## config.mk

```make
export PLATFORM = sky130hd
export DESIGN_NAME = brsc_top
export DESIGN_NICKNAME = d
export VERILOG_FILES = /design/src/brsc_pkg.sv /design/src/brsc_cmd_if.sv /design/src/brsc_bank.sv /design/src/brsc_top.sv
export VERILOG_INCLUDE_DIRS = /design/src
export SDC_FILE = /design/constraint.sdc
export NUM_CORES = 1
export LEC_CHECK = 0
export BUFFER_PORTS_ARGS = -buffer_cell sky130_fd_sc_hd__buf_2
export CAP_MARGIN = 0
export CELL_PAD_IN_SITES_DETAIL_PLACEMENT = 1
export CELL_PAD_IN_SITES_GLOBAL_PLACEMENT = 2
export CORE_UTILIZATION = 24
export CTS_BUF_LIST = sky130_fd_sc_hd__clkbuf_16
export DETAILED_ROUTE_END_ITERATION = 16
export PLACE_DENSITY = 0.66
export REMOVE_ABC_BUFFERS = 1
export SLEW_MARGIN = 20
export SYNTH_ARGS = -nofsm -noshare
export SYNTH_HDL_FRONTEND = slang
export SYNTH_SLANG_ARGS = --single-unit
```

## constraint.sdc

```tcl
create_clock -name mclk -period 3.1 [get_ports mclk]
set_input_delay 0.31 -clock mclk [delete_from_list [all_inputs] [get_ports mclk]]
set_output_delay 0.31 -clock mclk [all_outputs]
set_load 0.1 [all_outputs]
```

## src/brsc_cfg.svh

```systemverilog
/*
  Constants for the bank row and store control block: command codes,
  field positions, reset values and timing counts.
  Assumes a 25 MHz command clock (40 ns period).
*/
`ifndef BRSC_CFG_SVH
`define BRSC_CFG_SVH

// ----------------------------------------------------------------------
// Clock and timing
// ----------------------------------------------------------------------
`define BRSC_CLK_PS 40000
`define BRSC_ST_TIME_PS 380000
`define BRSC_ST_CYC ((`BRSC_ST_TIME_PS + `BRSC_CLK_PS - 1) / `BRSC_CLK_PS)
`define BRSC_RP_TIME_PS 15000
`define BRSC_RP_CYC ((`BRSC_RP_TIME_PS + `BRSC_CLK_PS - 1) / `BRSC_CLK_PS)
`define BRSC_BURST_CYC 4

// ----------------------------------------------------------------------
// Command codes on cmd_code
// ----------------------------------------------------------------------
`define BRSC_CMD_NOP 3'h0
`define BRSC_CMD_ACT 3'h1
`define BRSC_CMD_PRE 3'h2
`define BRSC_CMD_RD 3'h3
`define BRSC_CMD_WR 3'h4
`define BRSC_CMD_REF 3'h5
`define BRSC_CMD_MRS3 3'h6

// ----------------------------------------------------------------------
// Mode register fields and the auto precharge bit
// ----------------------------------------------------------------------
`define BRSC_MR_STORE_EN_BIT 8
`define BRSC_MR_STAGGER_HI 7
`define BRSC_MR_STAGGER_LO 6
`define BRSC_STAGGER_OK 2'h2
`define BRSC_MR_RESET 9'h080
`define BRSC_AP_BIT 10

`endif

```

## src/brsc_pkg.sv

```systemverilog
/*
  Types for the bank row and store control block.
  Assumes brsc_cfg.svh supplies the numeric constants.
*/
package brsc_pkg;
  // Per-bank state, one-hot.
  typedef enum logic [3:0] {
    BRSC_IDLE = 4'h1,
    BRSC_OPEN = 4'h2,
    BRSC_PRECH = 4'h4,
    BRSC_STORE = 4'h8
  } brsc_bank_state_t;
endpackage

```

## src/brsc_cmd_if.sv

```systemverilog
/*
  Interface carrying one decoded bank command from the top to a bank.
  Assumes both ends share mclk.
*/
`timescale 1ns/1ps
interface brsc_cmd_if;
  logic act; // Activate this bank.
  logic pre; // Precharge this bank.
  logic rdwr_ap; // Read or write with auto precharge.
  logic rdwr; // Any read or write to this bank.
  logic store; // Start a store in this bank.
  logic [15:0] row; // Row address for an activate.
  modport src (output act, pre, rdwr_ap, rdwr, store, row);
  modport dst (input act, pre, rdwr_ap, rdwr, store, row);
endinterface

```

## src/brsc_bank.sv

```systemverilog
/*
  One bank: open-row tracking, precharge timing, auto precharge and
  store-time blocking.
  Assumes commands arrive already decoded and at most one per cycle.
*/
`timescale 1ns/1ps
`include "brsc_cfg.svh"
module brsc_bank
  import brsc_pkg::*;
#(
  parameter int ST_CYC = `BRSC_ST_CYC
) (
  input wire logic mclk,
  input wire logic sys_rst,
  brsc_cmd_if.dst cmd,
  output logic row_open,
  output logic [15:0] open_row,
  output logic ready,
  output logic storing
);
  // ----------------------------------------------------------------------
  // State and timers
  // ----------------------------------------------------------------------
  brsc_bank_state_t st_q, st_d;
  logic [15:0] tmr_q, tmr_d; // Precharge or store countdown.
  logic [15:0] row_q; // Latched open row.
  logic [3:0] ap_q, ap_d; // Burst countdown before auto precharge.
  logic ap_arm_q, ap_arm_d; // Auto precharge pending.
  wire logic tmr_done = (tmr_q == 16'h0001) || (tmr_q == 16'h0000);

  assign row_open = (st_q == BRSC_OPEN);
  assign open_row = row_q;
  assign ready = (st_q == BRSC_IDLE);
  assign storing = (st_q == BRSC_STORE);

  // Next state; a store takes priority, then an explicit precharge.
  always_comb begin
    st_d = st_q;
    tmr_d = (tmr_q != 16'h0000) ? tmr_q - 16'h0001 : 16'h0000;
    ap_d = (ap_q != 4'h0) ? ap_q - 4'h1 : 4'h0;
    ap_arm_d = ap_arm_q;
    case (st_q)
      BRSC_IDLE: begin
        if (cmd.act) begin
          st_d = BRSC_OPEN;
        end
      end
      BRSC_OPEN: begin
        if (cmd.rdwr_ap) begin
          ap_arm_d = 1'b1;
          ap_d = 4'(`BRSC_BURST_CYC);
        end
        if (cmd.pre || (ap_arm_q && ap_q == 4'h1)) begin
          st_d = BRSC_PRECH;
          tmr_d = 16'(`BRSC_RP_CYC);
          ap_arm_d = 1'b0;
        end
      end
      BRSC_PRECH: begin
        if (tmr_done) begin
          st_d = BRSC_IDLE;
        end
      end
      BRSC_STORE: begin
        if (tmr_done) begin
          st_d = BRSC_IDLE;
        end
      end
      default: begin
        st_d = BRSC_IDLE;
      end
    endcase
    if (cmd.pre && (st_q == BRSC_IDLE || st_q == BRSC_PRECH)) begin
      st_d = BRSC_PRECH;
      tmr_d = 16'(`BRSC_RP_CYC);
    end
    if (cmd.store) begin
      st_d = BRSC_STORE;
      tmr_d = 16'(ST_CYC);
      ap_arm_d = 1'b0;
    end
  end

  // Registers; the row latch only loads on an accepted activate.
  always_ff @(posedge mclk) begin
    if (sys_rst) begin
      st_q <= BRSC_IDLE;
      tmr_q <= 16'h0000;
      ap_q <= 4'h0;
      ap_arm_q <= 1'b0;
      row_q <= 16'h0000;
    end else begin
      st_q <= st_d;
      tmr_q <= tmr_d;
      ap_q <= ap_d;
      ap_arm_q <= ap_arm_d;
      if (cmd.act && st_q == BRSC_IDLE) begin
        row_q <= cmd.row;
      end
    end
  end
endmodule

```

## src/brsc_top.sv

```systemverilog
/*
  Bank row and store control: decodes commands per bank, holds the
  store configuration mode register and drives per-bank status.
  Assumes the command bus is synchronous to mclk, one command a cycle,
  and that the controller keeps its own spacing limits.
*/
// What this block does
// - Activate takes group, bank and row.
// - Row stays open until precharge or store.
// - Precharge closes one or all banks.
// - Other-bank access allowed during auto precharge.
// - Precharge to idle bank restarts timer.
// - Address bit ten enables auto precharge.
// - One page buffer per bank.
// - Refresh stores all when enabled.
// - Refresh ignored when store disabled.
// - Store blocks activation for store time.
// - Bit ten selects single or all store.
// - Only stagger code 10 is supported.
// - Store time from banks per update, never under 380 ns.
`timescale 1ns/1ps
`include "brsc_cfg.svh"
module brsc_top
  import brsc_pkg::*;
#(
  parameter int NUM_BANKS = 16,
  parameter int BANKS_PER_UPDATE = 8,
  parameter int ROW_CYCLE_PS = 47500
) (
  input wire logic mclk,
  input wire logic sys_rst,
  input wire logic [2:0] cmd_code,
  input wire logic cmd_store,
  input wire logic [1:0] bg,
  input wire logic [1:0] ba,
  input wire logic [15:0] addr,
  output logic [NUM_BANKS-1:0] bank_open,
  output logic [NUM_BANKS-1:0] bank_ready,
  output logic [NUM_BANKS-1:0] bank_storing,
  output logic [8:0] store_config_mode_register,
  output logic stagger_unsupported,
  output logic cmd_error
);
  // ----------------------------------------------------------------------
  // Store time derivation
  // ----------------------------------------------------------------------
  // Store time from banks.
  // Update passes times the row cycle, rounded up to whole clocks.
  localparam int ST_PS = (NUM_BANKS / BANKS_PER_UPDATE) * ROW_CYCLE_PS;
  localparam int ST_CYC_CALC = (ST_PS + `BRSC_CLK_PS - 1) / `BRSC_CLK_PS;
  // The supported stagger code makes 380 ns a floor for the store time.
  localparam int ST_CYC = (ST_CYC_CALC > `BRSC_ST_CYC) ? ST_CYC_CALC
                                                       : `BRSC_ST_CYC;

  // ----------------------------------------------------------------------
  // Mode register
  // ----------------------------------------------------------------------
  logic [8:0] mr_q; // Store configuration mode register.
  wire logic refresh_store_enable_bit = mr_q[`BRSC_MR_STORE_EN_BIT];
  wire logic [1:0] bank_stagger_select_field =
    mr_q[`BRSC_MR_STAGGER_HI:`BRSC_MR_STAGGER_LO];

  // Mode register write; only the low nine address bits are held.
  always_ff @(posedge mclk) begin
    if (sys_rst) begin
      mr_q <= `BRSC_MR_RESET;
    end else if (cmd_code == `BRSC_CMD_MRS3) begin
      mr_q <= addr[8:0];
    end
  end

  assign store_config_mode_register = mr_q;
  assign stagger_unsupported = (bank_stagger_select_field != `BRSC_STAGGER_OK);

  // ----------------------------------------------------------------------
  // Command decode
  // ----------------------------------------------------------------------
  // Bank from group and bank.
  wire logic [3:0] sel_bank = {bg, ba};
  wire logic ap = addr[`BRSC_AP_BIT];
  wire logic is_act = (cmd_code == `BRSC_CMD_ACT);
  wire logic is_pre = (cmd_code == `BRSC_CMD_PRE);
  wire logic is_rdwr = (cmd_code == `BRSC_CMD_RD) ||
                       (cmd_code == `BRSC_CMD_WR);
  wire logic ref_store = (cmd_code == `BRSC_CMD_REF) &&
                         refresh_store_enable_bit;
  wire logic st_all = ref_store || (cmd_store && ap);
  wire logic st_one = cmd_store && !ap;

  // ----------------------------------------------------------------------
  // Banks
  // ----------------------------------------------------------------------
  logic [NUM_BANKS-1:0] bad_act; // Activate to a bank not idle.
  logic [NUM_BANKS-1:0] bad_rdwr; // Access to a bank with no open row.

  genvar gi;
  generate
    for (gi = 0; gi < NUM_BANKS; gi = gi + 1) begin : g_bank
      brsc_cmd_if bif ();
      wire logic hit = (sel_bank == 4'(gi));
      assign bif.act = is_act && hit;
      assign bif.pre = is_pre && (hit || ap);
      assign bif.rdwr_ap = is_rdwr && hit && ap;
      assign bif.rdwr = is_rdwr && hit;
      assign bif.store = st_all || (st_one && hit);
      assign bif.row = addr;
      assign bad_act[gi] = bif.act && !bank_ready[gi];
      assign bad_rdwr[gi] = bif.rdwr && !bank_open[gi];
      brsc_bank #(
        .ST_CYC(ST_CYC)
      ) u_bank (
        .mclk(mclk),
        .sys_rst(sys_rst),
        .cmd(bif.dst),
        .row_open(bank_open[gi]),
        .open_row(),
        .ready(bank_ready[gi]),
        .storing(bank_storing[gi])
      );
    end
  endgenerate

  // ----------------------------------------------------------------------
  // Error flag
  // ----------------------------------------------------------------------
  // A one-cycle pulse, registered, when the controller breaks ordering.
  // Spacing limits between activates are not checked here; they are the
  // controller's own duty and cost a timer per group to police.
  always_ff @(posedge mclk) begin
    if (sys_rst) begin
      cmd_error <= 1'b0;
    end else begin
      cmd_error <= (|bad_act) || (|bad_rdwr);
    end
  end
endmodule

```

### Word level (Yosys, flattened, before mapping)

Cells that the tools add are included.

* register bits after elaboration: 410
* input bits: 26
* output and inout bits: 59
* logic and storage cells: 1122

* $add $sub $neg: 32
* equality and inequality tests: 262
* multiplexer cells: 256
* reduce and logical (&&, ||, !) cells: 442

Operator list (count)
* $mux 16: 48
* $mux 4: 160
* $eq 16x1->1 const B: 16
* $logic_not 16->1: 16
* $reduce_bool 16->1: 16
* $sub 16x1->16 const B: 16
* $pmux 4 s3: 16
* $logic_and 1x1->1: 147
* $reduce_and 3->1: 48
* $eq 4x1->1 const B: 33
* $ne 4x4->1 const B: 32
* $eq 4x4->1 const B: 24
* $ne 3x3->1 const B: 32
* $logic_or 1x1->1: 83
* $eq 4x3->1 const B: 20
* $eq 4x2->1 const B: 18
* $ne 2x2->1 const B: 33
* $ne 4x1->1 const B: 16
* $reduce_bool 4->1: 16
* $reduce_or 2->1: 32
* $sub 4x1->4 const B: 16
* $ne 3x1->1 const B: 16
* $reduce_or 3->1: 16
* $logic_not 1->1: 33
* other kinds (9): 89

### Depth between registers and ports, before layout

* word-level depth: 8
* gate-level depth with buffers: 10
* gate-level depth less buffers: 7

### Modules after synthesis

Synthesis repeated with hierarchy kept, for this count alone.

* cell total of the unflattened synthesis: 3607
* area total of the unflattened synthesis: 29544.6 um^2

By module, submodules not included
* brsc_bank (g_bank[0].u_bank ...): instances 8, cells each 211, area each 1755.4 um^2, seq. area each 820.8 um^2
* brsc_bank (g_bank[11].u_bank ...): instances 6, cells each 208, area each 1752.9 um^2, seq. area each 820.8 um^2
* brsc_bank (g_bank[9].u_bank): instances 1, cells each 225, area each 1853.0 um^2, seq. area each 820.8 um^2
* brsc_bank (g_bank[8].u_bank): instances 1, cells each 211, area each 1756.7 um^2, seq. area each 820.8 um^2
* brsc_top: instances 1, cells each 235, area each 1373.8 um^2, seq. area each 200.2 um^2

### Least setup slack after synthesis

Ideal clock, no wire load.

* path type: register to register
* start point: register mr_q[8], in the netlist store_config_mode_register[8]
* end point: register g_bank[0].u_bank.tmr_q[10]
* setup time: 0.128 ns
* arrival: 2.244 ns
* data required time: 2.972 ns
* path slack: 0.729 ns
* cell stages (with the launch flop): 9
* path buffers: 2
* period minus slack after synthesis: 2.371 ns
* path through: dfxtp_1 -> nand2_1 -> or2_2 -> clkbuf_1 -> nand2_1 -> a21oi_1 -> nand2_1 -> clkbuf_1 -> nor2_1

* word-level cells in the longest chain between the ends: 4

Ends and longest elaborated chain
* from (decl): line brsc_top.sv:58 `logic [8:0] mr_q;`
* from (signal assigned): line brsc_top.sv:66 `` mr_q <= `BRSC_MR_RESET; ``
* from (signal assigned): line brsc_top.sv:68 `mr_q <= addr[8:0];`
* $logic_and 1x1->1: line brsc_top.sv:85 `` wire logic ref_store = (cmd_code == `BRSC_CMD_REF) && ``
* $logic_or 1x1->1: line brsc_top.sv:87 `wire logic st_all = ref_store || (cmd_store && ap);`
* $logic_or 1x1->1: line brsc_top.sv:105 `assign bif.store = st_all || (st_one && hit);`
* $reduce_or 3->1 (no line)
* to (signal assigned): line brsc_bank.sv:94 `tmr_q <= tmr_d;`
* to (decl): line brsc_bank.sv:25 `logic [15:0] tmr_q, tmr_d;`

Every way passes these cells.
A chain may end at the register's enable or synchronous reset.

### Worst setup path in the final report

* start point: register g_bank[2].u_bank.st_q[0]
* end point: output bank_ready[2]

* word-level cells in the longest chain between the ends: 1

Ends and longest elaborated chain
* from (decl): line brsc_bank.sv:24 `brsc_bank_state_t st_q, st_d;`
* from (signal assigned): line brsc_bank.sv:93 `st_q <= st_d;`
* $eq 4x1->1: line brsc_bank.sv:33 `assign ready = (st_q == BRSC_IDLE);`
* to (decl): line brsc_top.sv:38 `output logic [NUM_BANKS-1:0] bank_ready,`

Every way passes these cells.

==> impl_summary.log <==
INFO  metric synth_flop_cell = sky130_fd_sc_hd__dfxtp_1
INFO  metric holdWs = between 0.2 and 0.25 ns
INFO  metric place.detailed.hpwl = about 44 mm
INFO  metric static-leakage-power = 8.991 nW
INFO  metric synth-seq-area-share = around two fifths
INFO  metric area_delta_synth_final = 15.44%
INFO  metric postSynthAreaPerCell = approximately 8.3 um2
INFO  metric clock_skew = 0.01802 ns
INFO  metric syn-instance-count = 2474
INFO  metric cts_hold_buf = 9
INFO  metric finalNetCount = around 2600
INFO  metric synth.area.mux_share = less than 1%
INFO  metric initial_core_util = around 24%
INFO  metric synth_top_cell_by_area = sky130_fd_sc_hd__dfxtp_1
INFO  metric crit_path_end = bank_ready[2]
INFO  metric fp.dieW = about 300 um
INFO  metric cts.root.buffer_cell = sky130_fd_sc_hd__clkbuf_16
INFO  metric io_buffer_count = 78
INFO  metric synth_edf_count = 0
INFO  metric cts.repair_timing.setup_buffer_count = 0
INFO  metric grt_pass1_vias = about 19000
INFO  metric ant_nets = 0
INFO  metric synth_compound_area_share = 13.98%
INFO  metric rsz0062_at_grt = false
INFO  metric rr_startpoint = g_bank[15].u_bank.st_q[0]
INFO  metric grt_first_pass_wirelength = between 90 and 100 mm
INFO  metric reg2reg_to = g_bank[15].u_bank.tmr_q[7]
INFO  metric clock_insertion_delay_at_the_later_pin_of_the_skew_report = 0.58 ns
INFO  metric power.share.switching = around 41%
INFO  metric top_level_pins = 85
INFO  metric netlist-cell-type-count = 88
INFO  metric placeableCoreArea = about 0.084 mm2
INFO  metric clk_path_buf_depth = 3
INFO  metric yosys_register_bits = approximately 400
INFO  metric worst-r2r-cell-count = 7
INFO  metric worstMarginPinSlew = 0.9856 ns
INFO  metric antenna_violations_before_repair = 4
INFO  metric route.detailed.wl_per_inst = between 15 and 20 um
INFO  metric worst_setup_hold_path_clk_slew = roughly 0.070 ns
INFO  metric rrSetupSlack = about 0.43 ns
INFO  metric post-route-period-util = between 80% and 90%
INFO  metric grt_start_max_net_pins = between 80 and 90
INFO  metric cts_made_buffers = 48
INFO  metric crit_type = flip-flop to primary output
INFO  metric first_iter_violations = ~750
INFO  metric synth_adder_area_share = under 10%
INFO  metric setup.worst_path.start = g_bank[2].u_bank.st_q[0]
INFO  metric final_hold_viols = 0
INFO  metric max-slew-margin-rel = roughly a third
INFO  metric layout_min_cycle_time = between 2 and 3 ns
INFO  metric rows = between 100 and 150
INFO  metric detailroute.via_count = around 18000
INFO  metric final-max-slew-violation-count = 0
INFO  metric pwr-share-seq = about 34%
INFO  metric power_frac_clock = ~23%
INFO  metric remaining_drc_errors = 0
INFO  metric setup.worst_path.start_class = flip-flop
INFO  metric xor_xnor_share_of_the_synthesized_area = approximately a tenth
INFO  metric ys.warnings.count = 0
INFO  metric run_status = complete, no violations
INFO  metric async_reset_ff_share = 0%
INFO  metric grt_use_total = approximately 14%
INFO  metric min_path_type = input port to flip-flop
INFO  metric synth.cell_area = 0.02046 mm2
INFO  metric power_frac_comb = a little over two fifths
INFO  metric timing.fmax = about 360 MHz
INFO  metric route.detailed.vias_per_inst = just under 5
INFO  metric synth_top_cells_by_area = sky130_fd_sc_hd__dfxtp_1 40%, sky130_fd_sc_hd__nor2_1 7.6%, sky130_fd_sc_hd__xnor2_1 7.0%, sky130_fd_sc_hd__nand2_1 3.9%, sky130_fd_sc_hd__nor3_1 3.0%
INFO  metric dr.pass1.iters = 5
INFO  metric ff_latch_area = 0.008208 mm2
INFO  metric power.switching = just under 10 mW
INFO  metric die-height = approximately 290 um
INFO  metric cts-htree-levels = 2
INFO  metric critical_path.endpoint_type = primary output
INFO  metric setup_total_negative_slack = 0 ns
INFO  metric ratio_of_cells_with_drive_above_1_in_the_final_layout = approximately a tenth
INFO  metric worstPathArrival = 2.47 ns
INFO  metric globalplace.congestion = roughly 0.81
INFO  metric worstPathRequired = between 2 and 3 ns
INFO  metric combinational_family_with_the_most_area_after_synthesis = simple AND/OR/NAND/NOR gates
INFO  metric vdd_drop_max = 0.4169 mV
INFO  metric multi_input_gate_area = 0.01125 mm2
INFO  metric numClockSinks = between 400 and 500
INFO  metric global_route.overflow_total = 0
INFO  metric intPower = about 14 mW
INFO  metric setup_violations = 0
INFO  metric max_cap_viol_count = 0
INFO  metric worst-path-max-fanout = 7
INFO  metric tritoncts = done
INFO  metric routed_wl = 60.95 mm
INFO  metric cts_resized = 0
INFO  metric synthSimpleGateAreaFrac = approximately 28%
INFO  metric insertedDiodeCount = 0
INFO  metric synthDominantCellAreaShare = 40.11%
INFO  metric power.density_cell_area = roughly 1000 mW/mm2
INFO  metric design.die.area = about 0.086 mm2
INFO  metric fillers = slightly below 10000
[critical path, cell delays in order, from the launching register on]
cell and delay, ns:
sky130_fd_sc_hd__dfxtp_1 0.45, sky130_fd_sc_hd__or3b_2 0.51, sky130_fd_sc_hd__nor2_1 0.36, sky130_fd_sc_hd__buf_2 0.56
[flip-flops by register name (all words and copies together), names as in the netlist]
signal and count:
g_bank.u_bank.ap_q 64, g_bank.u_bank.tmr_q 256, g_bank.u_bank.st_q 64, cmd_error 1
g_bank.u_bank.ap_arm_q 16, store_config_mode_register 9
[Yosys cell counts (12+ instances only)]
cell type,n
sky130_fd_sc_hd__dfxtp_1,410
sky130_fd_sc_hd__xnor2_1,163
sky130_fd_sc_hd__nor4_1,66
sky130_fd_sc_hd__nand2b_1,27
sky130_fd_sc_hd__buf_4,53
sky130_fd_sc_hd__or3_1,25
sky130_fd_sc_hd__and3_1,18
sky130_fd_sc_hd__nand3_1,63
sky130_fd_sc_hd__nor3_1,123
sky130_fd_sc_hd__nand2_1,211
sky130_fd_sc_hd__a21oi_1,115
sky130_fd_sc_hd__nand3b_1,26
sky130_fd_sc_hd__nor2b_1,14
sky130_fd_sc_hd__a31oi_1,32
sky130_fd_sc_hd__or2_2,14
sky130_fd_sc_hd__and2_1,21
sky130_fd_sc_hd__o31ai_1,32
sky130_fd_sc_hd__nor2_1,414
sky130_fd_sc_hd__ha_1,48
sky130_fd_sc_hd__xor2_1,64
sky130_fd_sc_hd__buf_2,20
sky130_fd_sc_hd__nand4_1,15
sky130_fd_sc_hd__o211ai_1,12
sky130_fd_sc_hd__clkbuf_1,62
sky130_fd_sc_hd__or4_1,18
sky130_fd_sc_hd__o21ai_0,84
sky130_fd_sc_hd__o22ai_1,14
sky130_fd_sc_hd__a221oi_1,20
sky130_fd_sc_hd__a211oi_1,12
sky130_fd_sc_hd__nor4b_1,23
sky130_fd_sc_hd__inv_1,72
[cells in the final DEF (no fill, tap or decap), types with 66 or more instances in the layout]
master	netlist	routed
sky130_fd_sc_hd__a21oi_1	115	115
sky130_fd_sc_hd__buf_2	20	77
sky130_fd_sc_hd__dfxtp_1	410	410
sky130_fd_sc_hd__inv_1	72	79
sky130_fd_sc_hd__nand2_1	211	211
sky130_fd_sc_hd__nor2_1	414	412
sky130_fd_sc_hd__nor3_1	123	123
sky130_fd_sc_hd__nor4_1	66	66
sky130_fd_sc_hd__o21ai_0	84	84
sky130_fd_sc_hd__xnor2_1	163	163
[stage by stage]
step / area [um2] / cells / power (mW) / utilization (%) / setup slack, ns
2_1_floorplan: 19710 / 2335 / 15.98 / - / -2.035
3_3_place_gp: 22080 / 3610 / 18.02 / 26.30 / 0.4261
3_5_place_dp: 22080 / 3610 / 18.50 / 26.30 / 0.3984
4_1_cts: 23620 / 3704 / 24.18 / 28.14 / 0.2892
5_1_grt: 23620 / 3704 / 25.85 / 28.14 / 0.1374
6_report: 23620 / 3704 / 23.74 / 28.14 / 0.3167
[power by group through the flow]
stage,logic [mW],clock network (mW),registers [mW]
global placement,9.95,0,8.06
CTS,10.4,5.67,8.07
detailed placement,10.3,0,8.17
global route,11.7,5.86,8.29
floorplan,8.13,0,7.85
finish,10.2,5.44,8.07
[logic make-up (layout without fill, tap and decap cells)]
group                    after synthesis  in the layout
XOR/XNOR                             227            227
flip-flops                           410            410
AO/OA/AOI/OAI                        432            432
buffers and inverters                211            307
AND/OR/NAND/NOR                     1136           1136
adder cells (fa/ha/maj)               48             48
multiplexers                          10             10
[worst min-delay path by stage]
stage	start	endpoint	slack (ns)	depth (start not counted)
after global placement	g_bank[6].u_bank.ap_arm_q	g_bank[6].u_bank.ap_arm_q	0.44	2
after CTS	bg[1]	g_bank[1].u_bank.st_q[1]	0.18	4
after global routing	bg[1]	g_bank[1].u_bank.st_q[1]	0.20	4
final	bg[1]	g_bank[1].u_bank.st_q[1]	0.21	4
after detailed placement	g_bank[6].u_bank.ap_arm_q	g_bank[6].u_bank.ap_arm_q	0.44	2
after floorplan	sys_rst	cmd_error	0.38	1
[cell type report]
cell class	instances	area share, %
multi-input cells	1853	47.62
flip-flops and latches	410	34.74
well taps	1134	6.006
clock buffers	49	5.190
repair buffers	150	4.311
inverters	72	1.144
clock inverters	36	0.9798
[routing by layer]
metal | track usage (%) | vias up | routed length, um
met5 | 0 | - | 36
li1 | - | 8806 | -
met3 | 2.870 | 90 | 2608
met2 | 23.41 | 220 | 27720
met4 | 4.129 | 8 | 1365
met1 | 18.22 | 8711 | 29220
Note: power is estimated with default switching activity, not from simulation.
